[src/rtl/pabo_pkg.sv]
// Package with pin positions and encodings for the port A/B alternate-function override block
package pabo_pkg;
    // Port widths
    localparam int PORT_W = 8;
    // Second-port pin positions
    localparam int PB_SCK = 7;
    localparam int PB_MISO = 6;
    localparam int PB_MOSI = 5;
    localparam int PB_SSEL = 4;
    localparam int PB_CMPN = 3;
    localparam int PB_CMPP = 2;
    localparam int PB_T1 = 1;
    localparam int PB_T0 = 0;
    // Pull-up enable pattern for {direction, port bit, global disable}
    localparam logic [2:0] PULLUP_PATTERN = 3'h2;
    // Inactive override level
    localparam logic [7:0] OVR_OFF = 8'h00;
    // All-ones byte for constant override values
    localparam logic [7:0] OVR_ON = 8'hff;
    // Reset value of the reset synchroniser bits in the registered state
    localparam logic [1:0] STATE_RST = 2'h0;
endpackage

[src/rtl/pabo_port_ab_override.sv]
// Alternate-function override logic for the first and second general I/O ports
// How it works
// - First-port pull-up, direction and value overrides stay off at zero.
// - First-port input-enable override is mask AND group enable, OR converter disable.
// - First-port pin n feeds converter channel n and pin-change source n.
// - Serial clock pin forced input as slave; follows direction bit as master.
// - Master-in pin forced input as master; follows direction bit as slave.
// - Master-out pin forced input as slave; follows direction bit as master.
// - Slave-select pin forced input as slave; follows direction bit as master.
// - A forced-input SPI pin keeps its pull-up under the port output bit.
// - Compare-B output drives bit 4 only when its direction bit is one.
// - Compare-A output drives bit 3 only when its direction bit is one.
// - Bits 3 and 2 go straight to comparator negative and positive inputs.
// - Bit 2 also serves as external interrupt source two.
// - Second-port bits 7..0 feed pin-change sources 15..8.
// - Bit 1 is timer one count input and clock out; bit 0 timer zero and USART clock.
// - Without override, pull-up on only for direction/port/disable equal 0,1,0.
// - Driver enable follows override value when enabled, else the direction bit.
// - Input enable follows override value when enabled, else the normal/sleep state.
module pabo_port_ab_override (
    // Clock and reset
    input wire logic clk,
    input wire logic rst_n,
    // Pin pads, first port
    input wire logic [7:0] pa_pad_in,
    output logic [7:0] pa_pad_out,
    output logic [7:0] pa_pad_oe,
    output logic [7:0] pa_pullup_en,
    output logic [7:0] pa_input_en,
    // Pin pads, second port
    input wire logic [7:0] pb_pad_in,
    output logic [7:0] pb_pad_out,
    output logic [7:0] pb_pad_oe,
    output logic [7:0] pb_pullup_en,
    output logic [7:0] pb_input_en,
    // Port registers
    input wire logic [7:0] port1_direction_bits,
    input wire logic [7:0] port1_output_bits,
    input wire logic [7:0] port2_direction_bit,
    input wire logic [7:0] port2_output_bit,
    input wire logic global_pullup_disable,
    input wire logic sleep_input_disable,
    // Pin-change and converter controls
    input wire logic [7:0] pin_change_mask_port1,
    input wire logic pin_change_group0_enable,
    input wire logic [7:0] pin_change_mask_port2,
    input wire logic pin_change_group1_enable,
    input wire logic [7:0] converter_digin_disable_bit,
    input wire logic external_irq_two_enable,
    // SPI controls and data
    input wire logic spi_enable,
    input wire logic spi_master,
    input wire logic spi_clock_out,
    input wire logic spi_slave_data_out,
    input wire logic spi_master_data_out,
    // Timer and clock-out controls
    input wire logic timer_zero_compare_a_en,
    input wire logic timer_zero_compare_a_out,
    input wire logic timer_zero_compare_b_en,
    input wire logic timer_zero_compare_b_out,
    input wire logic clock_out_enable,
    input wire logic clock_out_src,
    input wire logic usart_zero_clock_drive,
    input wire logic usart_zero_clock_out,
    // Peripheral-side digital inputs
    output logic [15:0] pin_change_sources,
    output logic [7:0] converter_input_channels,
    output logic comparator_positive_in,
    output logic comparator_negative_in,
    output logic external_irq_two,
    output logic spi_clock_in,
    output logic spi_master_data_in,
    output logic spi_slave_data_in,
    output logic spi_slave_select_n,
    output logic timer_zero_count_in,
    output logic timer_one_count_in,
    output logic usart_zero_ext_clock,
    // Status
    output logic spi_pins_forced
);

    // Registered state: reset synchroniser and a pin-forced status flag
    typedef struct packed {
        logic [1:0] rst_sync;
        logic forced;
    } pabo_state_t;

    pabo_state_t state_ff;
    pabo_state_t nxt_state;
    logic rst_sync_n;

    // Override vectors, first port
    logic [7:0] pa_pullup_override_enable;
    logic [7:0] pa_pullup_override_value;
    logic [7:0] pa_direction_override_enable;
    logic [7:0] pa_direction_override_value;
    logic [7:0] pa_portval_override_enable;
    logic [7:0] pa_portval_override_value;
    logic [7:0] pa_input_en_override_enable;
    logic [7:0] pa_input_en_override_value;
    // Override vectors, second port
    logic [7:0] pb_pullup_override_enable;
    logic [7:0] pb_pullup_override_value;
    logic [7:0] pb_direction_override_enable;
    logic [7:0] pb_direction_override_value;
    logic [7:0] pb_portval_override_enable;
    logic [7:0] pb_portval_override_value;
    logic [7:0] pb_input_en_override_enable;
    logic [7:0] pb_input_en_override_value;
    // Forced-pin pull-up level and armed pin-change inputs, second port
    logic [7:0] pb_keep_pullup;
    logic [7:0] pb_pc_armed;
    logic spi_slave_mode;
    logic spi_master_mode;

    assign rst_sync_n = state_ff.rst_sync[1];
    assign spi_master_mode = spi_enable & spi_master;
    assign spi_slave_mode = spi_enable & ~spi_master;
    assign pb_keep_pullup = port2_output_bit & {8{~global_pullup_disable}};
    assign pb_pc_armed = pin_change_mask_port2 & {8{pin_change_group1_enable}};

    // First-port override signals
    always_comb begin
        pa_pullup_override_enable = pabo_pkg::OVR_OFF;
        pa_pullup_override_value = pabo_pkg::OVR_OFF;
        pa_direction_override_enable = pabo_pkg::OVR_OFF;
        pa_direction_override_value = pabo_pkg::OVR_OFF;
        pa_portval_override_enable = pabo_pkg::OVR_OFF;
        pa_portval_override_value = pabo_pkg::OVR_OFF;
    end

    // First-port input enable: an armed pin change or a converter disable takes over
    always_comb begin
        pa_input_en_override_value = pin_change_mask_port1 & {8{pin_change_group0_enable}};
        pa_input_en_override_enable = pa_input_en_override_value | converter_digin_disable_bit;
    end

    // Second-port override signals, one group per pin; forced SPI inputs keep the pull-up
    always_comb begin
        // Serial clock: input as slave, SPI clock output as master
        pb_pullup_override_enable[pabo_pkg::PB_SCK] = spi_slave_mode;
        pb_pullup_override_value[pabo_pkg::PB_SCK] = pb_keep_pullup[pabo_pkg::PB_SCK];
        pb_direction_override_enable[pabo_pkg::PB_SCK] = spi_slave_mode;
        pb_direction_override_value[pabo_pkg::PB_SCK] = 1'h0;
        pb_portval_override_enable[pabo_pkg::PB_SCK] = spi_master_mode;
        pb_portval_override_value[pabo_pkg::PB_SCK] = spi_clock_out;
        pb_input_en_override_enable[pabo_pkg::PB_SCK] = pb_pc_armed[pabo_pkg::PB_SCK];
        pb_input_en_override_value[pabo_pkg::PB_SCK] = 1'h1;

        // Master-in data: input as master, slave data output as slave
        pb_pullup_override_enable[pabo_pkg::PB_MISO] = spi_master_mode;
        pb_pullup_override_value[pabo_pkg::PB_MISO] = pb_keep_pullup[pabo_pkg::PB_MISO];
        pb_direction_override_enable[pabo_pkg::PB_MISO] = spi_master_mode;
        pb_direction_override_value[pabo_pkg::PB_MISO] = 1'h0;
        pb_portval_override_enable[pabo_pkg::PB_MISO] = spi_slave_mode;
        pb_portval_override_value[pabo_pkg::PB_MISO] = spi_slave_data_out;
        pb_input_en_override_enable[pabo_pkg::PB_MISO] = pb_pc_armed[pabo_pkg::PB_MISO];
        pb_input_en_override_value[pabo_pkg::PB_MISO] = 1'h1;

        // Master-out data: input as slave, master data output as master
        pb_pullup_override_enable[pabo_pkg::PB_MOSI] = spi_slave_mode;
        pb_pullup_override_value[pabo_pkg::PB_MOSI] = pb_keep_pullup[pabo_pkg::PB_MOSI];
        pb_direction_override_enable[pabo_pkg::PB_MOSI] = spi_slave_mode;
        pb_direction_override_value[pabo_pkg::PB_MOSI] = 1'h0;
        pb_portval_override_enable[pabo_pkg::PB_MOSI] = spi_master_mode;
        pb_portval_override_value[pabo_pkg::PB_MOSI] = spi_master_data_out;
        pb_input_en_override_enable[pabo_pkg::PB_MOSI] = pb_pc_armed[pabo_pkg::PB_MOSI];
        pb_input_en_override_value[pabo_pkg::PB_MOSI] = 1'h1;

        // Slave select: input as slave; compare-B reaches it only via the direction bit
        pb_pullup_override_enable[pabo_pkg::PB_SSEL] = spi_slave_mode;
        pb_pullup_override_value[pabo_pkg::PB_SSEL] = pb_keep_pullup[pabo_pkg::PB_SSEL];
        pb_direction_override_enable[pabo_pkg::PB_SSEL] = spi_slave_mode;
        pb_direction_override_value[pabo_pkg::PB_SSEL] = 1'h0;
        pb_portval_override_enable[pabo_pkg::PB_SSEL] = timer_zero_compare_b_en;
        pb_portval_override_value[pabo_pkg::PB_SSEL] = timer_zero_compare_b_out;
        pb_input_en_override_enable[pabo_pkg::PB_SSEL] = pb_pc_armed[pabo_pkg::PB_SSEL];
        pb_input_en_override_value[pabo_pkg::PB_SSEL] = 1'h1;

        // Comparator negative pin; compare-A reaches it only via the direction bit
        pb_pullup_override_enable[pabo_pkg::PB_CMPN] = 1'h0;
        pb_pullup_override_value[pabo_pkg::PB_CMPN] = 1'h0;
        pb_direction_override_enable[pabo_pkg::PB_CMPN] = 1'h0;
        pb_direction_override_value[pabo_pkg::PB_CMPN] = 1'h0;
        pb_portval_override_enable[pabo_pkg::PB_CMPN] = timer_zero_compare_a_en;
        pb_portval_override_value[pabo_pkg::PB_CMPN] = timer_zero_compare_a_out;
        pb_input_en_override_enable[pabo_pkg::PB_CMPN] = pb_pc_armed[pabo_pkg::PB_CMPN];
        pb_input_en_override_value[pabo_pkg::PB_CMPN] = 1'h1;

        // Comparator positive pin; interrupt two keeps its digital input alive
        pb_pullup_override_enable[pabo_pkg::PB_CMPP] = 1'h0;
        pb_pullup_override_value[pabo_pkg::PB_CMPP] = 1'h0;
        pb_direction_override_enable[pabo_pkg::PB_CMPP] = 1'h0;
        pb_direction_override_value[pabo_pkg::PB_CMPP] = 1'h0;
        pb_portval_override_enable[pabo_pkg::PB_CMPP] = 1'h0;
        pb_portval_override_value[pabo_pkg::PB_CMPP] = 1'h0;
        pb_input_en_override_enable[pabo_pkg::PB_CMPP] = pb_pc_armed[pabo_pkg::PB_CMPP]
            | external_irq_two_enable;
        pb_input_en_override_value[pabo_pkg::PB_CMPP] = 1'h1;

        // Divided clock output takes the pin regardless of port settings
        pb_pullup_override_enable[pabo_pkg::PB_T1] = 1'h0;
        pb_pullup_override_value[pabo_pkg::PB_T1] = 1'h0;
        pb_direction_override_enable[pabo_pkg::PB_T1] = clock_out_enable;
        pb_direction_override_value[pabo_pkg::PB_T1] = clock_out_enable;
        pb_portval_override_enable[pabo_pkg::PB_T1] = clock_out_enable;
        pb_portval_override_value[pabo_pkg::PB_T1] = clock_out_src;
        pb_input_en_override_enable[pabo_pkg::PB_T1] = pb_pc_armed[pabo_pkg::PB_T1];
        pb_input_en_override_value[pabo_pkg::PB_T1] = 1'h1;

        // USART clock driven when the direction bit makes it an output
        pb_pullup_override_enable[pabo_pkg::PB_T0] = 1'h0;
        pb_pullup_override_value[pabo_pkg::PB_T0] = 1'h0;
        pb_direction_override_enable[pabo_pkg::PB_T0] = 1'h0;
        pb_direction_override_value[pabo_pkg::PB_T0] = 1'h0;
        pb_portval_override_enable[pabo_pkg::PB_T0] = usart_zero_clock_drive;
        pb_portval_override_value[pabo_pkg::PB_T0] = usart_zero_clock_out;
        pb_input_en_override_enable[pabo_pkg::PB_T0] = pb_pc_armed[pabo_pkg::PB_T0];
        pb_input_en_override_value[pabo_pkg::PB_T0] = 1'h1;
    end

    // Generic port logic applying the overrides to each pin
    always_comb begin
        for (int i = 0; i < pabo_pkg::PORT_W; i++) begin
            pa_pullup_en[i] = pa_pullup_override_enable[i] ? pa_pullup_override_value[i] :
                ({port1_direction_bits[i], port1_output_bits[i], global_pullup_disable}
                 == pabo_pkg::PULLUP_PATTERN);
            pb_pullup_en[i] = pb_pullup_override_enable[i] ? pb_pullup_override_value[i] :
                ({port2_direction_bit[i], port2_output_bit[i], global_pullup_disable}
                 == pabo_pkg::PULLUP_PATTERN);
        end
    end

    // Output driver enable per pin
    always_comb begin
        for (int i = 0; i < pabo_pkg::PORT_W; i++) begin
            pa_pad_oe[i] = pa_direction_override_enable[i] ? pa_direction_override_value[i] : port1_direction_bits[i];
            pb_pad_oe[i] = pb_direction_override_enable[i] ? pb_direction_override_value[i] : port2_direction_bit[i];
        end
    end

    // Port value per pin
    always_comb begin
        for (int i = 0; i < pabo_pkg::PORT_W; i++) begin
            pa_pad_out[i] = pa_portval_override_enable[i] ? pa_portval_override_value[i] : port1_output_bits[i];
            pb_pad_out[i] = pb_portval_override_enable[i] ? pb_portval_override_value[i] : port2_output_bit[i];
        end
    end

    // Digital input enable per pin; sleep may switch unclaimed inputs off
    always_comb begin
        for (int i = 0; i < pabo_pkg::PORT_W; i++) begin
            pa_input_en[i] = pa_input_en_override_enable[i] ? pa_input_en_override_value[i] : ~sleep_input_disable;
            pb_input_en[i] = pb_input_en_override_enable[i] ? pb_input_en_override_value[i] : ~sleep_input_disable;
        end
    end

    // Digital and analog routes to the peripherals, without added delay
    always_comb begin
        converter_input_channels = pa_pad_in;
        pin_change_sources = {pb_pad_in & pb_input_en, pa_pad_in & pa_input_en};
    end

    // Comparator taps straight from the pads; external interrupt two gated by its input enable
    always_comb begin
        comparator_negative_in = pb_pad_in[pabo_pkg::PB_CMPN];
        comparator_positive_in = pb_pad_in[pabo_pkg::PB_CMPP];
        external_irq_two = pb_pad_in[pabo_pkg::PB_CMPP] & pb_input_en[pabo_pkg::PB_CMPP];
    end

    // SPI inputs; the peripheral synchronises them itself
    always_comb begin
        spi_clock_in = pb_pad_in[pabo_pkg::PB_SCK];
        spi_master_data_in = pb_pad_in[pabo_pkg::PB_MISO];
        spi_slave_data_in = pb_pad_in[pabo_pkg::PB_MOSI];
        // Active-low select; held inactive unless slave mode
        spi_slave_select_n = spi_slave_mode ? pb_pad_in[pabo_pkg::PB_SSEL] : 1'b1;
    end

    // Timer count inputs and the USART external clock
    always_comb begin
        timer_one_count_in = pb_pad_in[pabo_pkg::PB_T1];
        timer_zero_count_in = pb_pad_in[pabo_pkg::PB_T0];
        usart_zero_ext_clock = pb_pad_in[pabo_pkg::PB_T0];
    end

    // Next state: shift reset synchroniser, record whether any SPI pin is forced
    always_comb begin
        nxt_state = state_ff;
        nxt_state.rst_sync = {state_ff.rst_sync[0], 1'b1};
        nxt_state.forced = rst_sync_n & (|pb_direction_override_enable[7:4]);
    end

    // State register
    always_ff @(posedge clk or negedge rst_n) begin
        if (!rst_n) begin
            state_ff <= '{rst_sync: pabo_pkg::STATE_RST, forced: 1'b0};
        end else begin
            state_ff <= nxt_state;
        end
    end

    assign spi_pins_forced = state_ff.forced;

endmodule

[config.mk]
export PLATFORM = sky130hd
export DESIGN_NAME = pabo_port_ab_override
export DESIGN_NICKNAME = d
export VERILOG_FILES = /design/src/rtl/pabo_pkg.sv /design/src/rtl/pabo_port_ab_override.sv
export SDC_FILE = /design/constraint.sdc
export NUM_CORES = 1
export LEC_CHECK = 0
export BUFFER_PORTS_ARGS = -buffer_cell sky130_fd_sc_hd__buf_2
export CAP_MARGIN = 10
export CORE_AREA = 2 2 75 77
export DETAILED_ROUTE_END_ITERATION = 12
export DIE_AREA = 0 0 77 79
export SETUP_SLACK_MARGIN = 0.2
export SYNTH_ARGS = -nofsm -noshare
export SYNTH_HDL_FRONTEND = slang
export SYNTH_SLANG_ARGS = --single-unit
export TNS_END_PERCENT = 10
[constraint.sdc]
create_clock -name clk -period 0.8 [get_ports clk]
set_input_delay 0.08 -clock clk [delete_from_list [all_inputs] [get_ports clk]]
set_output_delay 0.08 -clock clk [all_outputs]
set_load 0.05 [all_outputs]
==> results.txt, run 1 <==
buf_4 takes more of the synthesized area than any other cell. The flow ran to the end, but the final reports show violations. STA puts the critical path data arrival time at 830 ps. The share of the synthesized area in the top cell type is between 30% and 40%.

The final-report max-slew violation count is 0. The maximum fanout along the worst path is 8. The length of the first detailed-routing pass in iterations is 4. The final-stage net count is 380. A synthesized cell averages around 7.6 um^2. The number of library cell types mapped by synthesis came out at 18. The number of antenna diodes in the final layout is 0. The final period utilization came out at 114.1%.

The total CTS buffers is 3. The number of antenna violations at the first check in global routing was 0. The number of placement rows came out at 27. The root buffer cell is clkbuf_8.

The post-route minimum period is 912.5 ps. The count of port buffers added during placement is 190. The die covers approximately 0.006 mm^2.

At the end of the flow the core is filled with cells to 55.20%. The area growth from synthesis to layout came out at 217.0%. The startpoint kind of the worst setup timing path is a primary input. The die is between 70 and 80 um tall. The clock skew after layout came out at about 1.2 ps. The cell leakage power is 1.481 nW. The synthesized netlist net count came out at between 200 and 250.

The count of nets left with antenna violations once routing finished came out at 0. The global-route wire length before repair came out at between 7000 and 8000 um. The source-to-sink clock delay at the later pin of the worst-skew pair is around 210 ps.

The accumulated negative setup slack is -494.6 ps. The peak clock frequency supported by timing came out at 1096 MHz. The clock-pin slew reported for the worst setup and hold paths after clock tree synthesis came out at approximately 30 ps.

The starting density of the core is between 10% and 20%. The final RePlAce weighted congestion came out at ~0.7. For this run, the number of Yosys warnings is 0. Clock tree synthesis found a total of 3 sinks. Summed over all layers, the global routing overflow is 0. The worst setup path is captured at an output pin. The core area is 0.005338 mm^2. In this run the horizontal extent of the chip is 77 um. The required time of the critical path came out at 720 ps. For this block, the routed nets add up to 4841 um of wire. Tracing the worst setup path back leads to its startpoint at spi_master. For this run, the number of standard cells in the final layout without fillers is approximately 360. The share of cells above drive strength 1 is a little over nine tenths. The number of global-route vias before repair came to approximately 1600.

For this design the ratio of total power to cell area is roughly 1100 mW/mm^2. Sequential cells were found to cover between 8 and 9% of the synthesized design area. The largest net degree at the start of global routing is 11.

The total via count in the routed design is between 1500 and 2000. Summing all multi-input logic gate instances after layout gives slightly above 0.001 mm^2. The checks that failed: negative setup slack. The worst hold path belongs to the class primary input to async pin. The setup violation total in the final timing report is 13. The aggregate global-route resource usage came out at approximately 15%. The number of fill cells is 448.

The number of standard cells after synthesis came out at between 100 and 150. The startpoint identified for the worst register-to-register timing path is rst_sync_n. The final count of hold timing violations is 0. Synthesis inferred 3 register bits. The largest voltage drop on the vdd net is between 0.6 and 0.7 mV. The via density per instance came out at 4.253. Summing every instance area after synthesis gives around 930 um^2. Setup repair after global routing could not meet its margin everywhere. TritonCTS built the clock tree. The area taken by flip-flops and latches came out at between 70 and 80 um^2. After detailed routing, the average wire length per cell comes to 13.48 um. The estimated wirelength of the detail-placed design is around 3600 um. After detailed routing, the number of remaining DRC violations is 0. The first routing iteration left 16 violations. The CTS H-tree depth is 1. The setup fix buffers added after clock tree synthesis is 0. By area the synthesized netlist is led by buf_4 (31%), nor3b_1 (10%), mux2_2 (8.5%), and2_1 (8.1%), dfrtp_1 (8.1%). Once routing completed, OpenROAD measured the worst setup slack at -112.5 ps. In this run the deepest clock path goes through 2 buffers. The instance count after placement with tap cells included is around 350.

The total of max-cap violations came out at 0. The count of pins on the block boundary is 191. The worst setup path is of the primary input to output pin kind.
routing by layer:
metal	part of all wire (%)	vias up	global-route usage, %
met4	1.3	0	3.571
met2	57	110	30.70
li1	-	709	-
met3	9.2	6	4.773
met5	0	-	0
met1	32	702	13.09
layout make-up:
cell class                 count  share of cell area [%]
multi-input combinational     76                   35.07
clock buffer                   4                   1.529
tap                           72                   3.057
inverter                       2                  0.2548
sequential                     3                   2.548
timing repair buffer         202                   57.54
metrics by stage:
stage	hold WS, ps	setup slack, ps	power [mW]	area [um^2]
floorplan	-215.6	-134.5	1.770	1328
global placement	-121.7	-281.2	2.238	2121
detailed placement	-121.0	-299.6	2.247	2121
CTS	208.0	-114.9	3.127	2804
global route	225.6	-133.2	3.349	2947
finish	208.0	-112.5	3.216	2947
report_power, final:
part           switching (mW)  total, mW  internal [mW]
registers             0.00216      0.163          0.161
clock network          0.0969      0.436          0.340
logic                    1.58       2.62           1.04
repair_timing:
action,CTS,global route
cloned,2,0
endpoints found under the hold margin,3,0
gates resized for setup,171,36
pin swaps,20,18
setup endpoints to repair,64,64
hold buffers,1,0
flip-flops by register name (all words and copies together), names as in the netlist:
signal	flops
rst_sync_n	1
spi_pins_forced	1
nxt_state	1
cells in the mapped netlist:
cell and n:
dfrtp_1 3, nor3b_1 13, or2_2 2, nand2b_4 1, a21oi_1 3, o2bb2ai_1 4
mux2_2 7, buf_4 38, o2bb2ai_2 4, nand3_1 1, and2_1 12, nand2_1 16
conb_1 1, inv_1 2, a21boi_0 8, buf_2 4, nand2b_1 3, a31oi_1 1
cell families (layout without fill, tap and decap cells):
family,count (synthesis),count (layout),share of synthesized area [%]
muxes,7,7,8.480
DFF,3,3,8.075
and+or+nand+nor,48,48,30.42
AOI/OAI and AO/OA,20,20,18.98
buffers and inverters,44,208,33.65
other,1,1,0.4034
worst max-delay path: stages:
cell and delay, ps:
buf_8 100, nand2b_4 180, mux2_4 320, buf_8 150
cells in the final DEF (no fill, tap or decap), types with 2 or more instances in the layout:
cell type    n
a21oi_2      3
buf_8       25
buf_4        5
nor3b_2      2
buf_6       43
nand2b_1     3
buf_12       5
mux2_4       6
nor3b_4     11
clkbuf_8     3
o2bb2ai_4    8
buf_2      118
nand2_4      8
dfrtp_1      3
clkbuf_4     2
and2_1       3
nand2_2      7
a21boi_2     5
and2_4       9
buf_16       3
a21boi_4     3
final timing paths:
| path | cells past startpoint | slack [ps] | to |
|---|---|---|---|
| setup reg to reg | 1 | 210 | spi_pins_forced |
| min in group clk | 3 | 260 | spi_pins_forced |
| setup / recovery | 4 | -110 | pb_pad_out[6] |
| max in group asynchronous | 2 | 480 | nxt_state[2] |
| hold reg to reg | 0 | 340 | rst_sync_n |
| hold / removal | 2 | 210 | spi_pins_forced |
No activity file was read; power rests on OpenSTA's default activity.
==> inputs of run 2 (changes only) <==
- CELL_PAD_IN_SITES_DETAIL_PLACEMENT: unset -> 1
- CELL_PAD_IN_SITES_GLOBAL_PLACEMENT: unset -> 1
- CORE_AREA: 2 2 75 77 -> unset
- CORE_UTILIZATION: unset -> 12
- DIE_AREA: 0 0 77 79 -> unset
- PLACE_DENSITY_LB_ADDON: unset -> 0.1
==> run 2 against run 1 <==
Effect of this change: the run still ends with negative setup slack left; die area up 33%; non-clock buffer count stayed put; count of clock-buffer cells in the layout unchanged; combinational power about the same; clock power hardly changed; wire length increased by 8.6%; sequential share of layout area about the same; highest routed layer unchanged.
==> results.txt, run 2 (synthesis results as in run 1) <==
After detailed placement, the design holds a cell count of 377. In this run the critical register-to-register path is launched from rst_sync_n. The violation count after the first detailed-route iteration came out at 10.

Setup repair after global routing could not meet its margin everywhere. The largest net degree at the start of global routing is 13. The final count of hold timing violations came out at 0. The final-stage net count came out at 380. Cells with a size suffix above 1 make up 92.68% of the layout.

The data arrival time of the critical path came out at 830 ps. Max-cap violations in this run came to 0. The source-to-sink clock delay at the later pin of the worst-skew pair is about 210 ps. The total inserted antenna cells came out at 0. The switching power total is around 1.7 mW.

The count of nets left with antenna violations after detail routing is 0. TritonCTS built the clock tree. Of all nets on the critical path, the largest fanout is 8. The power density over cell area is about 1100 mW/mm^2.

The routed design could run at a clock period as short as approximately 910 ps. Setup slack on the critical path of the routed design comes to -107.8 ps. The final reports fail on negative setup slack.

By startpoint and endpoint, the worst setup path is classified as primary input to output pin. Port buffering added between 150 and 200 buffers. The library cells used most frequently in the layout, excluding fill and tap cells, are buf_2 (116), buf_6 (42), buf_8 (22). The final-report max-slew violation count is 0.

The worst setup path is launched from a primary input. The CTS H-tree depth is 1. The worst hold path begins at spi_enable.

The global-route wire length before repair is 7734 um. The aggregate global-route resource usage came out at a little under an eighth. Counting the buffers created by CTS gives 3.

In this run the core area contains 31 standard-cell rows. For this design the static power due to leakage is ~1.5 nW. The switching part of the total came out at a little over half.

The area of the die came out at around 0.0081 mm^2. The worst hold path terminates at spi_pins_forced. The maximum buffer depth of the clock tree is 2. Traced cell by cell, the critical path runs through buf_6, nand2b_4, mux2_4, buf_8.

The setup violation total in the final timing report came out at 15. The kind of path behind the tightest hold check is primary input to flop. The proportion of power drawn by the clock network came out at a little over an eighth. Among all stages on the critical path, the largest delay is contributed by mux2_4. The accumulated negative setup slack came out at -616.0 ps. The final period utilization came out at 113.5%.

The number of fill cells came out at between 800 and 900. For the worst flop-to-flop path, the logic depth is 1. At the end of the flow the core is filled with cells to a little under 40%. The number of global-route vias before repair is about 1600. In this run the critical register-to-register path is captured at spi_pins_forced. The largest voltage drop on the vdd net is 0.3538 mV. The overall die height is about 90 um. The largest stage delay on the critical path came out at between 300 and 400 ps. The HPWL after detailed placement is 4221 um. The clock skew after layout came out at ~3.2 ps. The overflow left after global routing came out at 0. The detailed router placed around 1500 vias in this run. The number of antenna violations at the first check in global routing came to 0. The die span in x is 90.02 um. Total power for the finished layout comes to 3.191 mW. The smallest hold slack came out at roughly 170 ps. The root buffer cell is clkbuf_8. Dividing the detail-routed via count by the number of cells gives a little under 4. The length of the first detailed-routing pass in iterations came out at 2. The internal power came out at 1.521 mW. The flow ran to the end, but the final reports show violations.

The worst register-to-register path has a setup slack of approximately 160 ps. The post-placement worst setup slack is -190.8 ps. Per report_power, the combinational group accounts for about four fifths of the total.

The count of pins on the block boundary is 191. The post-detailed-route wirelength per cell came out at 13.62 um. Counting instances, the worst hold path has a depth of 2. The clock-pin slew reported for the worst setup and hold paths after clock tree synthesis came out at ~30 ps. The count of placed standard cells in the final layout, fillers left out is around 390.

In this run the standard cell core region covers approximately 0.0074 mm^2. STA classifies the critical path endpoint as an output pin. The area growth from synthesis to layout is 215.5%. The sequential group share of total power is between 5 and 6%. The congestion estimate from routability-driven global placement came to 0.6897. The final non-filler cell area came out at between 0.002 and 0.003 mm^2.

Data on the critical path is required at its endpoint by a little over 700 ps. The number of clock sinks came out at 3. The peak clock frequency supported by timing is 1102 MHz. The DRC violation count after routing came out at 0.

The starting density of the core is 12.61%. Leaving out fill and tap cells, the most frequent cell in the layout is buf_2. The routed wire length came out at roughly 5300 um. After detailed placement, the total cell area comes to approximately 0.0022 mm^2.
run 2: what timing repair did:
action | CTS | global route
pin swaps | 11 | 9
endpoints found under the setup margin | 64 | 64
cloned | 2 | 1
gates resized for setup | 152 | 38
hold endpoints to repair | 3 | 0
buffers inserted | 0 | 1
hold buffers | 1 | 0
run 2: worst max path at each step:
stage	startpoint	slack [ps]	cells after the start	endpoint
3_3_place_gp	spi_enable	-180	4	pb_pad_out[6]
2_1_floorplan	sleep_input_disable	-130	3	pin_change_sources[3]
5_1_grt	spi_master	-130	4	pb_pad_out[6]
6_report	spi_master	-110	4	pb_pad_out[6]
3_5_place_dp	spi_master	-190	4	pb_pad_out[6]
4_1_cts	spi_master	-110	4	pb_pad_out[6]
run 2: worst max-delay path, delay by kind of cell:
| kind | cells | cell delay, ps |
|---|---|---|
| buffers and inverters | 2 | 250 |
| muxes | 1 | 320 |
| and+or+nand+nor | 1 | 180 |
run 2: power groups by stage:
stage | registers (mW) | clock network (mW) | logic [mW]
final | 0.164 | 0.433 | 2.59
after global routing | 0.165 | 0.448 | 2.69
after CTS | 0.164 | 0.442 | 2.50
after detailed placement | 0.165 | 0 | 2.10
after global placement | 0.164 | 0 | 2.10
after floorplan | 0.173 | 0 | 1.60
run 2: layer usage:
metal / vias up / GRT usage (%) / share of wire, %
met2: 119 / 25.00 / 58
met5: - / 0 / 0
met3: 4 / 2.623 / 8.7
met4: 0 / 2.419 / 0.84
li1: 709 / - / -
met1: 675 / 11.10 / 33
run 2: area by class of cell:
class | instances | area (um^2) | share of cell area [%]
timing repair buffer | 202 | 1684 | 57.42
multi-input combinational | 76 | 997.2 | 34.00
tap | 99 | 123.9 | 4.224
sequential | 3 | 75.07 | 2.560
clock buffer | 4 | 45.04 | 1.536
inverter | 2 | 7.507 | 0.2560
==> inputs of run 3 (changes only) <==
- CORE_MARGIN: unset -> 4
==> run 3 against run 2 <==
Effect of this change: the run still ends with negative setup slack left; sequential share of layout area about the same; total power grew 0.57%; non-clock buffer count unchanged; fmax grew 0.19%; clock skew down 0.77 ps; sequential power is essentially flat; worst hold slack lost 21 ps; register-to-register slack better by 20 ps; core utilization is 0.056 points lower; wire length grew 9.3%; die area is 14% higher; largest power group unchanged.
==> results.txt, run 3 (synthesis results as in run 1) <==
The floorplan step defined a die boundary enclosing roughly 0.0092 mm^2. The aggregate global-route resource usage came out at 10.74%. The final critical-path setup slack is -106.2 ps. The final-report max-slew violation count came out at 0. The count of nets left with antenna violations once routing finished came out at 0. The DRC violation count after routing came out at 0.

Clock-pin slew was measured on the worst setup and hold paths at ~30 ps. The proportion of power drawn by the clock network is about 14%. The analysis attributes to net switching a power of between 1.5 and 2 mW.

The family of cells with the greatest summed delay on the critical path is multiplexers. The accumulated negative setup slack is -699.0 ps. STA classifies the critical path endpoint as an output pin.

In this run, CTS created clock tree buffers numbering 3. The largest net degree at the start of global routing came out at 10. For this configuration, the core starts out at a cell density of about an eighth.

The run finished, with violations left. The first detailed-routing pass ran for 2 iterations. The power density over cell area came out at about 1100 mW/mm^2. The number of clock sinks came out at 3. TritonCTS built the clock tree. The violation count after the first detailed-route iteration is 8. The largest stage delay on the critical path is about 320 ps. The final count of hold timing violations is 0.

The number of antenna violations at the first check in global routing came out at 0. The required time of the critical path is about 700 ps. The post-placement worst setup slack is -191.2 ps. The CTS H-tree depth came out at 1. Summed over all cells, the static leakage comes to ~1.5 nW. In this design, the critical path's most frequently occurring cell is buf_8.

0 antenna diodes ended up in the layout. The final RePlAce weighted congestion came out at about 0.69. Summed over all layers, the global routing overflow is 0.

The final standard cell utilization of the core came out at just under 40%. Leaving out fill and tap cells, the most frequent cells in the layout are buf_2 (115), buf_6 (42), buf_8 (25). The combinational group share of total power is ~80%.

The switching part of the total came out at between 50% and 60%. The final critical path takes up 113.3% of the cycle. The kind of path behind the tightest hold check is primary input to flop. The worst setup path is of the primary input to output pin kind. The final-stage net count is 380.

Dividing the detail-routed wire length by the instance count gives 14.89 um. The maximum fanout along the worst path came out at 8. The routed wire length is 5746 um. The clock skew after layout is around 2.4 ps. In the final layout, the share of cells above drive strength 1 is between 90% and 100%. The global-route wire length before repair is about 7800 um. The number of cell instances on the worst register-to-register path came out at 1.

The internal power came out at 1.530 mW. The die span in x came out at roughly 96 um. After routing the design area is around 0.0029 mm^2. The setup violation total in the final timing report came out at 14. The post-route minimum period is around 910 ps. The data arrival time of the critical path is between 800 and 900 ps.

The overall die height came out at roughly 96 um. The startpoint kind of the worst setup timing path is a primary input. Setup repair after global routing could not meet its margin everywhere.

The buffering stage count on the worst path with inverters included came out at 2. The count of port buffers added during placement is between 150 and 200. The final reports fail on negative setup slack.

Walking the worst path, the cells encountered are buf_8, nand2b_4, mux2_4, buf_8. The via density per instance came out at roughly 3.8. The maximum buffer depth of the clock tree is 2. Among all stages on the critical path, the largest delay is contributed by mux2_4. The count of cell instances traversed by the critical path is 4. In this run, flip-flops and latches consume 5.1% of the power. The total cell area at the placement stage is between 0.002 and 0.0025 mm^2. The source-to-sink clock delay at the later pin of the worst-skew pair is 210 ps. The most common cell after layout, fill and taps aside is buf_2. The core area is 0.007408 mm^2.

The total of max-cap violations came out at 0. For this design the top-level I/O count stands at about 190. The peak clock frequency supported by timing came out at approximately 1100 MHz. The cell depth of the worst min-delay path is 2. The routed layout has 1479 vias. The largest voltage drop on the vdd net came out at between 0.4 and 0.5 mV. The area growth from synthesis to layout came out at 216.7%. The number of global-route vias before repair came to ~1600. Clock tree synthesis selected as its root buffer the cell clkbuf_8.

The wire-length estimate of the detail-placed layout is ~4500 um. The number of placement rows is 31.
[run 3: cell count changes in the layout (fill, tap and decap cells not counted), moves of 2 or more]
cell | before | now
nand2_2 | 2 | 7
buf_8 | 22 | 25
nand2_4 | 8 | 6
buf_4 | 11 | 9
nand2_1 | 6 | 3
[run 3: area by class of cell]
cell class | instances | area (um^2)
clock buffer | 4 | 45.04
fill | 849 | 4464
inverter | 2 | 7.507
multi-input combinational | 76 | 1001
sequential | 3 | 75.07
tap | 99 | 123.9
timing repair buffer | 202 | 1692
[run 3: worst paths after layout]
kind / start / end / slack (ps)
setup / recovery: spi_master / pb_pad_out[6] / -110
min in group asynchronous: rst_n / rst_sync_n / 200
max in group asynchronous: rst_n / nxt_state[2] / 500
hold reg to reg: nxt_state[2] / rst_sync_n / 350
setup reg to reg: rst_sync_n / spi_pins_forced / 180
hold / removal: spi_enable / spi_pins_forced / 150
[run 3: repair_timing]
item	CTS	global route
setup buffers	0	1
hold buffers	1	0
setup endpoints to repair	64	64
pin swaps	14	11
hold endpoints to repair	3	0
gates resized for setup	158	39
gates cloned	2	0
[run 3: metrics by stage]
stage          hold slack, ps  total power [mW]  cells
6_report                153.4             3.210    386
5_1_grt                 164.7             3.357    386
4_1_cts                 149.2             3.142    385
3_5_place_dp           -122.3             2.274    378
3_3_place_gp           -121.8             2.278    378
2_1_floorplan          -215.6             1.770    123
[run 3: power groups by stage]
stage	Sequential, mW	Combinational (mW)	Clock, mW
after floorplan	0.173	1.60	0
after global placement	0.164	2.11	0
after detailed placement	0.164	2.11	0
after CTS	0.163	2.53	0.452
after global routing	0.164	2.72	0.475
final	0.163	2.61	0.439
[run 3: metal layers]
layer / GRT usage (%) / vias to the layer above / routed length, um
met5: 0 / - / 0
met4: 1.066 / 0 / 12
met3: 3.362 / 2 / 599
met2: 23.29 / 110 / 3444
met1: 9.622 / 662 / 1689
li1: - / 705 / -
